File: src/include/git_pkg.sv
/*
  Constants, types and register map for the pin interrupt and telemetry block.
  Assumes an APB slave with 32-bit data and a 40 MHz system clock.
*/
// Summary of operation
// - enable bit 0 plain pin, 1 interrupt
// - pins three, four interrupt on rising edge
// - pins five, six interrupt on falling edge
// - pins seven, eight interrupt on both edges
// - qualifying edge sends status frame to recipient
// - telemetry sent each network period unrequested
// - setting picks digital, analog or both
// - setting three sends two separate frames
// - with periodic wakeup, once per wakeup
// - source info 0 carries all pin states
// - source info 1 names pin, not edge
package git_pkg;
  // ----------------------------------------------------------------
  // register map (printed offsets are indexes, byte address = 4*index)
  // ----------------------------------------------------------------
  localparam logic [9:0]  IDX_DIRECTION  = 10'h159;
  localparam logic [9:0]  IDX_IRQ_EN     = 10'h15A;
  localparam logic [9:0]  IDX_TELEM      = 10'h15B;
  localparam logic [9:0]  IDX_SRC_INFO   = 10'h15C;
  localparam logic [9:0]  IDX_WAKE_DIV   = 10'h155;
  localparam logic [9:0]  IDX_RCPT_LOW   = 10'h13B;
  localparam logic [9:0]  IDX_RCPT_HIGH  = 10'h13C;
  localparam logic [9:0]  IDX_STATUS     = 10'h1F0;
  localparam logic [7:0]  RST_BYTE       = 8'h00;
  localparam logic [7:0]  RST_DIRECTION  = 8'hFF;
  localparam logic [7:0]  RST_WAKE_DIV   = 8'h01;
  // ----------------------------------------------------------------
  // pin groups: bit n-3 of the enable register is pin n
  // ----------------------------------------------------------------
  localparam logic [5:0]  MASK_RISE      = 6'h03;
  localparam logic [5:0]  MASK_FALL      = 6'h0C;
  localparam logic [5:0]  MASK_BOTH      = 6'h30;
  localparam int          NUM_IRQ_PINS   = 6;
  localparam logic [1:0]  TELEM_OFF      = 2'h0;
  localparam logic [1:0]  TELEM_DIG      = 2'h1;
  localparam logic [1:0]  TELEM_ANA      = 2'h2;
  localparam logic [1:0]  TELEM_BOTH     = 2'h3;
  // ----------------------------------------------------------------
  // frame request carrier
  // ----------------------------------------------------------------
  typedef enum logic [1:0] {
    GIT_KIND_IRQ_ALL = 2'b00,
    GIT_KIND_IRQ_SRC = 2'b01,
    GIT_KIND_DIG     = 2'b10,
    GIT_KIND_ANA     = 2'b11
  } git_kind_t;
  typedef struct packed {
    git_kind_t   kind;
    logic [15:0] recipient;
    logic [7:0]  payload;
  } git_frame_t;
  typedef enum logic [1:0] {
    GIT_IDLE = 2'b00,
    GIT_IRQ  = 2'b01,
    GIT_DIG  = 2'b10,
    GIT_ANA  = 2'b11
  } git_state_t;
endpackage

File: src/rtl/git_core.sv
/*
  Pin interrupt detection, wake request and frame request sequencing,
  with an APB register file.
  Assumes pins synchronous to mclk; a frame sink that pulls frame_ready.
*/
// The APB slave port is this design's own decision.
`timescale 1ns/100ps
`default_nettype none
module git_core
  import git_pkg::*;
(
  // clock and reset
  input  wire logic        mclk,
  input  wire logic        nrst,
  input  wire logic        clk_en,
  // apb
  input  wire logic        psel,
  input  wire logic        penable,
  input  wire logic        pwrite,
  input  wire logic [11:0] paddr,
  input  wire logic [31:0] pwdata,
  output logic             pready,
  output logic [31:0]      prdata,
  output logic             pslverr,
  // pins and system
  input  wire logic [8:0]  pin_in,
  input  wire logic        standby,
  input  wire logic        net_period_tick,
  input  wire logic        wakeup_tick,
  // frame request
  output git_frame_t       frame,
  output logic             frame_valid,
  input  wire logic        frame_ready,
  output logic             wake_req
);
  // ----------------------------------------------------------------
  // registers
  // ----------------------------------------------------------------
  logic [7:0] dir_reg, irq_en_reg, telem_reg, src_reg;
  logic [7:0] wake_div_reg, rcpt_lo_reg, rcpt_hi_reg;
  logic [5:0] prev_reg, pend_reg;
  logic       dig_pend_reg, ana_pend_reg;
  git_state_t state_reg, state_next;
  git_frame_t frame_next;
  logic [31:0] rdata_next;

  function automatic logic [2:0] lowest(input logic [5:0] v);
    logic [2:0] r;
    r = 3'h0;
    for (int i = NUM_IRQ_PINS - 1; i >= 0; i--) begin
      if (v[i]) begin
        r = i[2:0];
      end
    end
    return r;
  endfunction

  // ----------------------------------------------------------------
  // decode
  // ----------------------------------------------------------------
  wire [9:0] idx      = paddr[11:2];
  wire       acc      = psel && penable && clk_en;
  wire       wr       = acc && pwrite;
  wire       hit      = (idx == IDX_DIRECTION) || (idx == IDX_IRQ_EN) ||
                        (idx == IDX_TELEM) || (idx == IDX_SRC_INFO) ||
                        (idx == IDX_WAKE_DIV) || (idx == IDX_RCPT_LOW) ||
                        (idx == IDX_RCPT_HIGH) || (idx == IDX_STATUS);
  // input direction required for an interrupt source
  wire [5:0] armed    = irq_en_reg[5:0] & dir_reg[5:0];
  wire [5:0] cur      = pin_in[5:0];
  wire [5:0] rise     = cur & ~prev_reg;
  wire [5:0] fall     = ~cur & prev_reg;
  wire [5:0] edge_hit = armed & ((rise & MASK_RISE) |
                                 (fall & MASK_FALL) |
                                 ((rise | fall) & MASK_BOTH));
  // with wake-up divider above one, only wake ticks trigger telemetry
  wire       tele_tick = (wake_div_reg > 8'h01) ? wakeup_tick
                                                : net_period_tick;
  wire       tele_on  = telem_reg[1:0] != TELEM_OFF;
  wire [15:0] rcpt    = {rcpt_hi_reg, rcpt_lo_reg};
  wire       take     = frame_valid && frame_ready;
  wire       busy     = frame_valid && !frame_ready;

  always_comb begin
    rdata_next = 32'h0000_0000;
    case (idx)
      IDX_DIRECTION: rdata_next = {24'h0, dir_reg};
      IDX_IRQ_EN:    rdata_next = {24'h0, irq_en_reg};
      IDX_TELEM:     rdata_next = {24'h0, telem_reg};
      IDX_SRC_INFO:  rdata_next = {24'h0, src_reg};
      IDX_WAKE_DIV:  rdata_next = {24'h0, wake_div_reg};
      IDX_RCPT_LOW:  rdata_next = {24'h0, rcpt_lo_reg};
      IDX_RCPT_HIGH: rdata_next = {24'h0, rcpt_hi_reg};
      IDX_STATUS:    rdata_next = {22'h0, dig_pend_reg, ana_pend_reg,
                                   2'(state_reg), pend_reg};
      default:       rdata_next = 32'h0000_0000;
    endcase
  end

  // ----------------------------------------------------------------
  // frame sequencer: irq first, then digital, then analog
  // ----------------------------------------------------------------
  always_comb begin
    state_next = state_reg;
    frame_next = frame;
    if (!busy) begin
      state_next = GIT_IDLE;
      if (pend_reg != 6'h00) begin
        state_next = GIT_IRQ;
        frame_next.recipient = rcpt;
        if (src_reg[0]) begin
          frame_next.kind    = GIT_KIND_IRQ_SRC;
          frame_next.payload = {5'h00, lowest(pend_reg)};
        end else begin
          frame_next.kind    = GIT_KIND_IRQ_ALL;
          frame_next.payload = pin_in[7:0];
        end
      end else if (dig_pend_reg) begin
        state_next = GIT_DIG;
        frame_next = '{kind: GIT_KIND_DIG, recipient: rcpt,
                       payload: pin_in[7:0]};
      end else if (ana_pend_reg) begin
        state_next = GIT_ANA;
        frame_next = '{kind: GIT_KIND_ANA, recipient: rcpt,
                       payload: {2'h0, pin_in[5:0]}};
      end
    end
  end

  wire sel_irq = !busy && (pend_reg != 6'h00);
  wire sel_dig = !busy && !sel_irq && dig_pend_reg;
  wire sel_ana = !busy && !sel_irq && !dig_pend_reg && ana_pend_reg;
  wire [5:0] clr_irq = sel_irq ? (src_reg[0] ?
                       6'(6'h01 << lowest(pend_reg)) : pend_reg) : 6'h00;

  // ----------------------------------------------------------------
  // state
  // ----------------------------------------------------------------
  always_ff @(posedge mclk or negedge nrst) begin
    if (!nrst) begin
      dir_reg      <= RST_DIRECTION;
      irq_en_reg   <= RST_BYTE;
      telem_reg    <= RST_BYTE;
      src_reg      <= RST_BYTE;
      wake_div_reg <= RST_WAKE_DIV;
      rcpt_lo_reg  <= RST_BYTE;
      rcpt_hi_reg  <= RST_BYTE;
    end else if (wr) begin
      if (idx == IDX_DIRECTION) dir_reg <= pwdata[7:0];
      if (idx == IDX_IRQ_EN)    irq_en_reg <= pwdata[7:0];
      if (idx == IDX_TELEM)     telem_reg <= pwdata[7:0];
      if (idx == IDX_SRC_INFO)  src_reg <= pwdata[7:0];
      if (idx == IDX_WAKE_DIV)  wake_div_reg <= pwdata[7:0];
      if (idx == IDX_RCPT_LOW)  rcpt_lo_reg <= pwdata[7:0];
      if (idx == IDX_RCPT_HIGH) rcpt_hi_reg <= pwdata[7:0];
    end
  end

  always_ff @(posedge mclk or negedge nrst) begin
    if (!nrst) begin
      pready  <= 1'b0;
      prdata  <= 32'h0000_0000;
      pslverr <= 1'b0;
    end else if (clk_en) begin
      // one wait state: ready rises in the second access cycle
      pready  <= psel && penable && !pready;
      prdata  <= rdata_next;
      pslverr <= psel && penable && !pready && !hit;
    end
  end

  always_ff @(posedge mclk or negedge nrst) begin
    if (!nrst) begin
      prev_reg     <= 6'h00;
      pend_reg     <= 6'h00;
      dig_pend_reg <= 1'b0;
      ana_pend_reg <= 1'b0;
      state_reg    <= GIT_IDLE;
      frame        <= '{kind: GIT_KIND_IRQ_ALL, recipient: 16'h0000,
                        payload: 8'h00};
      frame_valid  <= 1'b0;
      wake_req     <= 1'b0;
    end else if (clk_en) begin
      prev_reg  <= cur;
      // a new edge wins over the clear of the same pin
      pend_reg  <= (pend_reg & ~clr_irq) | edge_hit;
      wake_req  <= standby && (edge_hit != 6'h00);
      dig_pend_reg <= (dig_pend_reg && !sel_dig) || (tele_tick && tele_on &&
                      telem_reg[0]);
      ana_pend_reg <= (ana_pend_reg && !sel_ana) || (tele_tick && tele_on &&
                      telem_reg[1]);
      state_reg    <= state_next;
      frame        <= frame_next;
      frame_valid  <= busy || (state_next != GIT_IDLE);
    end
  end
  wire unused_ok = &{1'b0, take, pin_in[8], pwdata[31:8]};
endmodule
`default_nettype wire

File: config.mk
export PLATFORM = sky130hd
export DESIGN_NAME = git_core
export DESIGN_NICKNAME = d
export VERILOG_FILES = /design/src/include/git_pkg.sv /design/src/rtl/git_core.sv
export SDC_FILE = /design/constraint.sdc
export NUM_CORES = 1
export LEC_CHECK = 0
export ABC_AREA = 1
export BUFFER_PORTS_ARGS = -buffer_cell sky130_fd_sc_hd__buf_4
export CORE_MARGIN = 8
export CORE_UTILIZATION = 55
export CTS_CLUSTER_SIZE = 20
export DETAILED_ROUTE_END_ITERATION = 8
export HOLD_SLACK_MARGIN = 0.05
export PLACE_DENSITY = 0.81
export SLEW_MARGIN = 10
export SYNTH_ARGS = -nofsm -noshare
export SYNTH_HDL_FRONTEND = slang
export SYNTH_SLANG_ARGS = --single-unit
File: constraint.sdc
create_clock -name mclk -period 1.6 [get_ports mclk]
set_input_delay 0.16 -clock mclk [delete_from_list [all_inputs] [get_ports mclk]]
set_output_delay 0.16 -clock mclk [all_outputs]
set_load 0.02 [all_outputs]
==> metrics.txt, run 1 <==
status complete, no violations; Area contributors post-synth dfrtp_1, nand2_1, o21ai_0; Post-synth EDFFs 0; WP data arrival 1.84 ns; top achievable clock speed 663 MHz; 1st-iter DRT viols 395; antenna violations before repair 0; CTS H-tree lvls 3; Required @ worst endpoint 1.94 ns; dpl hpwl 11500 um; reg-to-reg critical path startpoint pend_reg[3]$_DFFE_PN0P_; slowest stage cell, crit path dfrtp_2; synth unique cells 33; vias in the first global route 5171; Post-synth top cells nand2_1, dfrtp_1, o21ai_0, inv_1, nand3_1; Post-Synthesis Cell Area 5770 um^2; Layout Area Growth over Synthesis 17.8%; Hold Vio Cnt, Final 0; top-count cell post-synth nand2_1; setup TNS 0 ns; Least-Margin Pin Slew 0.556 ns; CP Max Fanout 21; CP cell instances nor2_2, nand3_2, o21ai_4, inv_4, o211ai_1, o21a_1; post-route ant nets 0; biggest registers after layout frame: 26 flops, prdata: 10 flops; cell count after synthesis 713; Startpoint Class flip-flop; hold slack 0.0705 ns; Synth async-reset ratio 100%; share of layout cells above drive strength 1 19.4%; Setup Crit Path Kind reg2reg; nets 869; WP depth 6; Avg WL per Cell 16.4 um; Crit path max-delay family compound AO/OA/AOI/OAI gates; first-pass GRT wire length 26000 um; Slew headroom 62.9%; # IOs 125; post-synthesis sequential area ratio 48.8%; gpl congestion 0.932; Synth area leader dfrtp_1; Skew-Pair Late Insertion Delay 0.39 ns; Biggest register frame; Remaining DRCs 0; Hold Path Stages 3; slowest stage delay, CP 0.46 ns; synthesis-stage register bit count 112; Max Cap Viol 0; Die Width 118 um; reg2reg setup slack 0.09 ns; crit path time final 1.51 ns; clock slew at reported path FFs 0.11 ns; Final setup viols 0; reg2reg path depth 6; worst vdd ir 0.597 mV; total gr overflow 0; Num CTS Buffers 9; Die H 118 um; Synth Area per Inst 8.09 um^2; hold crit path type in2reg; DRT Pass-1 Iters 5; Clock Sinks 112; hold wc startpoint clk_en; Slew Limit Fails 0; antenna diode count 0; full die area 14000 um^2; Largest register FFs 26; final wirelength 15600 um; clk root buf clkbuf_8; total number of vias 5202; WHS Endpoint prdata[5]$_DFFE_PN0P_; Initial Util 56.4%; Ys Warns 0; period utilization 94.2%; area of the core 10200 um^2; Top FF cell, synth dfrtp_1; CTS tree yes; Leakage Power 3.54 nW; power density over cell area 792 nW/um^2; CTS Buffer Depth 2; GRT Util Overall 22.6%; IO Port Bufs 75; row cnt 37; RSZ-0062 raised after global routing false; largest net degree at the start of global routing 53; area share of the largest cell type after synthesis 44.7%; CP bufs+invs 1; critical path capture point type flip-flop; Setup Skew 0.00597 ns; DR vias/cell 5.49; r2r endpoint frame[24]$_DFFE_PN0P_
## report_power, final
group | leakage [nW] | internal, mW | switching, mW
Combinational | 1.99 | 0.276 | 0.475
Clock | 0.0901 | 0.598 | 1.05
Sequential | 1.46 | 2.93 | 0.0536
## worst register-to-register path, delay by kind of cell (launching register included)
family | cells | cell delay [ns]
flops | 1 | 0.46
buf+inv | 1 | 0.13
compound gates | 3 | 0.56
simple gates | 2 | 0.32
## stage by stage
| step | setup WS [ns] | total power [mW] | cell area [um^2] | std cells | util (%) |
|---|---|---|---|---|---|
| final | 0.0920 | 5.38 | 6800 | 947 | 66.4 |
| after global routing | 0.0122 | 5.59 | 6800 | 947 | 66.4 |
| after detailed placement | -0.0169 | 3.75 | 6430 | 914 | 62.8 |
| after CTS | 0.0119 | 5.40 | 6790 | 947 | 66.3 |
| after floorplan | 0.168 | 3.43 | 5850 | 734 | - |
| after global placement | 0.122 | 3.73 | 6430 | 914 | 62.8 |
## cell usage in the layout, fill, tap and decap left out, drive strengths merged, types with 2 or more instances in the layout
cell type	Yosys	layout
o31ai	2	2
clkinvlp	0	2
a21oi	6	6
nand4	41	41
nand3	54	54
nand3b	2	2
conb	1	22
o211ai	2	2
buf	45	93
clkbuf	4	9
o21ai	80	80
dlygate4sd3	0	17
or2	5	5
dfrtp	103	103
nor3	3	3
inv	55	59
nor2	52	52
dfstp	9	9
nand2	246	246
## routing by layer
layer  GRT usage [%]  vias up  part of all wire [%]
li1                -     2470                     -
met1            28.9     2505                    44
met2            37.2      204                    48
met3            4.85       23                   6.6
met4            7.91        0                   1.7
met5               0        -                     0
## worst max-delay path by stage
stage                                  startpoint                    end  slack, ns
after floorplan           pend_reg[0]$_DFFE_PN0P_  frame[24]$_DFFE_PN0P_       0.17
after global placement    pend_reg[3]$_DFFE_PN0P_   frame[7]$_DFFE_PN0P_       0.12
after detailed placement  pend_reg[3]$_DFFE_PN0P_   frame[7]$_DFFE_PN0P_      -0.02
after CTS                 pend_reg[3]$_DFFE_PN0P_   frame[7]$_DFFE_PN0P_       0.01
after global routing      pend_reg[3]$_DFFE_PN0P_  frame[24]$_DFFE_PN0P_       0.01
final                     pend_reg[3]$_DFFE_PN0P_  frame[24]$_DFFE_PN0P_       0.09
## cell families (layout without fill, tap and decap cells)
logic type,count (synthesis),after routing,share of synthesized area (%)
AO/OA/AOI/OAI,93,93,9.00
buffers and inverters,104,181,9.61
flip-flops,112,112,48.8
other,1,22,0.0650
AND/OR/NAND/NOR,403,403,32.5
## timing repair
item                                    4_1_cts  5_1_grt
setup buffers                                 0        0
pin swaps                                     0        1
hold buffers                                 17        0
endpoints found under the hold margin        62        0
resized for setup                             1        7
endpoints found under the setup margin        1        6
## cell type report
class | count | area [um^2]
Fill cell | 902 | 3440
Clock inverter | 7 | 60.1
Sequential cell | 112 | 2820
Clock buffer | 9 | 124
Timing Repair Buffer | 110 | 935
Inverter | 55 | 209
Multi-Input combinational cell | 518 | 2480
Tap cell | 136 | 170
Note: power is estimated with default switching activity, not from simulation.
==> run 2, diff against run 1 <==
- CORE_MARGIN: 8 -> 1.5
- clock period: 1.6 -> 1.55 ns (I/O delays scaled with it)
==> run 2 against run 1 <==
  * Clock-buffer cell count rose by 1
  * Cell count rose by 0.21%
  * Critical path depth up 1
  * First-iteration DRC count fell by 1.5%
  * Fmax grew 3.1%
  * Critical path type unchanged
  * Critical endpoint is now pend_reg[3]$_DFFE_PN0P_
  * Routed wire length decreased by 3.6%
  * Die area down 21%
==> metrics.txt, run 2 (synthesis results as in run 1) <==
share of layout cells above drive strength 1 19.3%; Hold Vio Cnt, Final 0; Least-Margin Pin Slew 0.537 ns; slowest stage cell, crit path dfrtp_1; nets 871; Max Cap Viol 0; critical path capture point type flip-flop; Required @ worst endpoint 1.80 ns; 1st-iter DRT viols 389; area of the core 10200 um^2; crit path time final 1.46 ns; CP Max Fanout 4; CTS H-tree lvls 3; top achievable clock speed 684 MHz; status complete, no violations; post-route ant nets 0; Layout Area Growth over Synthesis 18.7%; worst vdd ir 0.589 mV; slowest stage delay, CP 0.46 ns; most common cell after layout, fill and taps aside nand2_1; Fill cells 920; CP bufs+invs 1; Remaining DRCs 0; Crit path max-delay family flip-flops; DR vias/cell 5.46; IO Port Bufs 75; CTS Buffer Depth 2; full die area 11100 um^2; Startpoint Class flip-flop; post-layout instance count excluding filler cells 949; antenna diode count 0; power density over cell area 828 nW/um^2; final wirelength 15000 um; most frequent cells in the layout nand2_1, dfrtp_1, buf_4; Leakage Power 3.56 nW; first-pass GRT wire length 24000 um; Avg WL per Cell 15.8 um; Slew Limit Fails 0; Setup Skew 0.0158 ns; period utilization 94.4%; setup TNS 0 ns; worst slack, placed -0.0363 ns; CP cell instances nor2_4, buf_4, o21ai_0, o21ai_0, nand3_1, nand2_1, o21ai_0; Final WS setup 0.0875 ns; CTS tree yes; hold slack 0.0690 ns; Clock Sinks 112; biggest registers after layout frame: 26 flops, prdata: 10 flops; Inst Count DP 916; total number of vias 5178; Biggest register frame; Slew headroom 64.1%; clock slew at reported path FFs 0.11 ns; total gr overflow 0; Setup Crit Path Kind reg2reg; WP data arrival 1.72 ns; GRT Util Overall 27.8%; Initial Util 56.4%; register area 2810 um^2; hold crit path type in2reg; dpl hpwl 10900 um; Num CTS Buffers 9; area occupied by multi-input gates 2500 um^2; antenna violations before repair 0; row cnt 37; largest net degree at the start of global routing 38; # IOs 125; clk root buf clkbuf_8; Largest register FFs 26; DRT Pass-1 Iters 5; Die H 105 um; vias in the first global route 4843; Most Frequent Cell on Critical Path o21ai_0; gpl congestion 0.905; Final setup viols 0; Skew-Pair Late Insertion Delay 0.38 ns; Die Width 105 um; Post CTS Setup Buffer Count 0
==> run 2: changes by cell type in the layout (fill, tap and decap cells not counted), moves of 2 or more <==
cell and change:
buf_4 +2, nor2_4 +2, o21ai_0 +2, o21ai_1 -2
==> run 2: worst paths after layout <==
kind / endpoint / slack, ns / startpoint / cells after the start
min in group asynchronous: wake_req$_DFFE_PN0P_ / 0.24 / nrst / 2
min reg2reg: frame[20]$_DFFE_PN0P_ / 0.49 / frame[20]$_DFFE_PN0P_ / 2
min: pready$_DFFE_PN0P_ / 0.07 / clk_en / 2
max in group asynchronous: dir_reg[7]$_DFFE_PN1P_ / 0.64 / nrst / 3
max: pend_reg[3]$_DFFE_PN0P_ / 0.09 / pend_reg[1]$_DFFE_PN0P_ / 7
max reg2reg: pend_reg[3]$_DFFE_PN0P_ / 0.09 / pend_reg[1]$_DFFE_PN0P_ / 7
==> run 2: layer usage <==
metal / track usage, % / up-vias / part of all wire (%)
met2: 44.0 / 216 / 47
met4: 11.2 / 0 / 2.5
met1: 37.4 / 2458 / 42
met5: 0 / - / 0
met3: 5.88 / 34 / 7.9
li1: - / 2470 / -
==> run 2: through the flow <==
| step | power [mW] | area [um^2] | utilization [%] |
|---|---|---|---|
| after global routing | 5.87 | 6850 | 66.9 |
| after global placement | 3.85 | 6440 | 63.0 |
| after floorplan | 3.54 | 5850 | - |
| after CTS | 5.69 | 6820 | 66.7 |
| final | 5.67 | 6850 | 66.9 |
| after detailed placement | 3.87 | 6440 | 63.0 |
==> run 2: what timing repair did <==
item	4_1_cts	5_1_grt
endpoints found under the setup margin	3	25
pin swaps	2	2
resized for setup	2	6
hold buffers	17	0
endpoints found under the hold margin	101	0
==> run 2: worst register-to-register path, stage by stage, from the launching register on <==
cell and delay (ns):
dfrtp_1 0.46, nor2_4 0.15, buf_4 0.14, o21ai_0 0.17
o21ai_0 0.20, nand3_1 0.10, nand2_1 0.06, o21ai_0 0.07
==> run 2: area by class of cell <==
type / instances / share of cell area [%]
clock buffers: 10 / 1.86
repair buffers: 112 / 13.9
multi-input cells: 518 / 36.5
clock inverters: 6 / 1.10
well taps: 136 / 2.48
inverters: 55 / 3.09
flip-flops and latches: 112 / 41.1
==> run 2: report_power, final <==
group / internal, mW / switching, mW / leakage, nW
Clock: 0.776 / 1.04 / 0.0994
Combinational: 0.286 / 0.483 / 2.00
Sequential: 3.02 / 0.0597 / 1.46
Total: 4.08 / 1.59 / 3.56
==> run 3, diff against run 2 <==
- ABC_AREA: 1 -> default
- CORE_UTILIZATION: 55 -> 54
- PLACE_DENSITY: 0.81 -> 0.8
==> run 3 against run 2 <==
  * The flow now finishes with violations (setup timing)
  * Register-to-register slack got worse by 0.52 ns
  * Die area fell by 3.3%
  * Cell area rose by 6.9%
  * Sequential share of layout area fell by 2.7 points
  * Clock-buffer cell count fell by 1
  * Combinational power rose by 11%
  * Non-clock buffer count rose by 65
  * Critical path depth fell by 3
  * First-iteration DRC count fell by 20%
==> metrics.txt, run 3 <==
area of the core 9820 um^2; most frequent cells in the layout buf_4, dfrtp_1, mux2_2; WP data arrival 2.26 ns; CTS tree yes; Slew headroom 59.8%; synth unique cells 68; Setup Skew 0.0110 ns; first-pass GRT wire length 25100 um; Area contributors post-synth dfrtp_1, mux2_2, dfstp_2; worst slack, placed -0.399 ns; final wirelength 15800 um; Largest register FFs 26; Leakage Power 3.62 nW; Net Sw Frac 26.8%; Ys Warns 0; clock network fraction of total power 33.1%; gpl congestion 0.949; Clock Sinks 112; top-count cell post-synth dfrtp_1; status finished with violations; Psw 1.58 mW; GRT Util Overall 30.2%; Layout Area Growth over Synthesis 33.9%; synthesis-stage register bit count 112; row cnt 36; Post-Synthesis Cell Area 5470 um^2; Die H 104 um; IO Port Bufs 75; Seq pwr share 52.4%; Synth Area per Inst 11.9 um^2; Post-synth EDFFs 0; violated checks setup timing; Least-Margin Pin Slew 0.603 ns; cell-internal power 4.32 mW; post-route ant nets 0; largest net degree at the start of global routing 113; Hold Vio Cnt, Final 0; Synth async-reset ratio 100%; full die area 10700 um^2; Post-synth top cells dfrtp_1, mux2_2, buf_4, o21ai_0, nand2_1; Avg WL per Cell 20.7 um; hold crit path type in2reg; top achievable clock speed 504 MHz; 1st-iter DRT viols 312; area share of the largest cell type after synthesis 47.1%; critical path capture point type flip-flop; total number of vias 4525; crit path time final 1.99 ns; total gr overflow 0; Logic pwr share 14.5%; # IOs 125; hold slack 0.0619 ns; nets 689; post-synthesis sequential area ratio 51.4%; power density over cell area 805 nW/um^2; CTS H-tree lvls 3; Die Width 104 um; vias in the first global route 4521; clk root buf clkbuf_8; CP bufs+invs 1; DR vias/cell 5.92; period utilization 128%; worst vdd ir 0.583 mV; CP cell instances or4_4, o311ai_4, buf_6, mux2_2; Setup Crit Path Kind reg2reg; Final setup viols 33; slowest stage delay, CP 0.56 ns; clock slew at reported path FFs 0.11 ns; Num CTS Buffers 9; Remaining DRCs 0; dpl hpwl 11400 um; cell count after synthesis 460; Startpoint Class flip-flop; Synth area leader dfrtp_1; Initial Util 55.7%; Slew Limit Fails 0; antenna violations before repair 0; Crit path max-delay family simple AND/OR/NAND/NOR gates; most common cell after layout, fill and taps aside buf_4; DRT Pass-1 Iters 5; RSZ-0062 raised after global routing true; CTS Buffer Depth 2; biggest registers after layout frame: 26 flops, prdata: 10 flops; Final WS setup -0.435 ns; Top FF cell, synth dfrtp_1; Required @ worst endpoint 1.82 ns; CP Max Fanout 5; antenna diode count 0; Biggest register frame; slowest stage cell, crit path or4_4; share of layout cells above drive strength 1 46.0%; Skew-Pair Late Insertion Delay 0.39 ns; Max Cap Viol 0
## run 3: cell count changes after synthesis, moves of 10 or more
cell | before | now
o21ai_0 | 62 | 25
o21ai_1 | 10 | 0
inv_1 | 53 | 13
mux2_2 | 0 | 76
nor2_1 | 42 | 11
nand4_1 | 39 | 5
nand2_1 | 244 | 22
nand3_1 | 47 | 9
a22o_1 | 0 | 11
## run 3: area by class of cell
| type | count | area, um^2 |
|---|---|---|
| flip-flops and latches | 112 | 2810 |
| multi-input cells | 313 | 2610 |
| fillers | 670 | 2500 |
| repair buffers | 177 | 1470 |
| well taps | 133 | 166 |
| clock buffers | 9 | 124 |
| clock inverters | 7 | 95.1 |
| inverters | 13 | 48.8 |
## run 3: power groups by stage
stage	clock, mW	combinational, mW	sequential [mW]
CTS	1.96	0.849	3.09
global placement	0	0.813	3.14
global route	2.09	0.911	3.10
finish	1.95	0.852	3.09
detailed placement	0	0.825	3.15
floorplan	0	0.314	3.24
## run 3: worst paths after layout
check,from,to,slack [ns],cells after the start
worst max-delay path,pend_reg[2]$_DFFE_PN0P_,frame[22]$_DFFE_PN0P_,-0.44,4
worst min-delay path,standby,wake_req$_DFFE_PN0P_,0.06,3
worst max register to register,pend_reg[2]$_DFFE_PN0P_,frame[22]$_DFFE_PN0P_,-0.44,4
worst min register to register,frame[3]$_DFFE_PN0P_,frame[3]$_DFFE_PN0P_,0.49,2
max in group asynchronous,nrst,telem_reg[5]$_DFFE_PN0P_,0.72,3
min in group asynchronous,nrst,prev_reg[5]$_DFFE_PN0P_,0.37,3
## run 3: tightest hold or removal path: stages
cell and delay (ns):
buf_4 0.11, o311ai_0 0.07, o21ai_0 0.08
## run 3: metrics by stage
stage / std cells / cell area, um^2 / setup TNS [ns] / utilization (%) / total power [mW]
after CTS: 760 / 7260 / -9.38 / 74.0 / 5.90
after floorplan: 481 / 5690 / -11.14 / - / 3.56
after global routing: 764 / 7320 / -12.98 / 74.6 / 6.10
final: 764 / 7320 / -11.22 / 74.6 / 5.89
after detailed placement: 734 / 6890 / -21.87 / 70.2 / 3.97
after global placement: 734 / 6890 / -19.28 / 70.2 / 3.95
## run 3: cells by family (layout without fill, tap and decap cells)
logic type,after synthesis,after routing,synth area share [%]
and+or+nand+nor,119,119,14.3
DFF,112,112,51.4
xor gates and xnor gates,2,2,0.320
buffers and inverters,56,206,5.70
other,1,22,0.0686
AOI/OAI and AO/OA,94,94,12.6
muxes,76,76,15.6
## run 3: what timing repair did
item / in CTS / in global routing
resized for setup: 15 / 7
hold buffers: 10 / 0
cloned: 0 / 1
buffers inserted: 0 / 3
setup endpoints to repair: 32 / 34
pin swaps: 1 / 3
endpoints found under the hold margin: 115 / 0
## run 3: metal layers
metal,up-vias,share of wire [%],track usage [%]
li1,2014,-,-
met1,2269,44,42.8
met2,209,48,47.9
met3,33,5.6,3.15
met4,0,2.9,12.2
met5,-,0,0
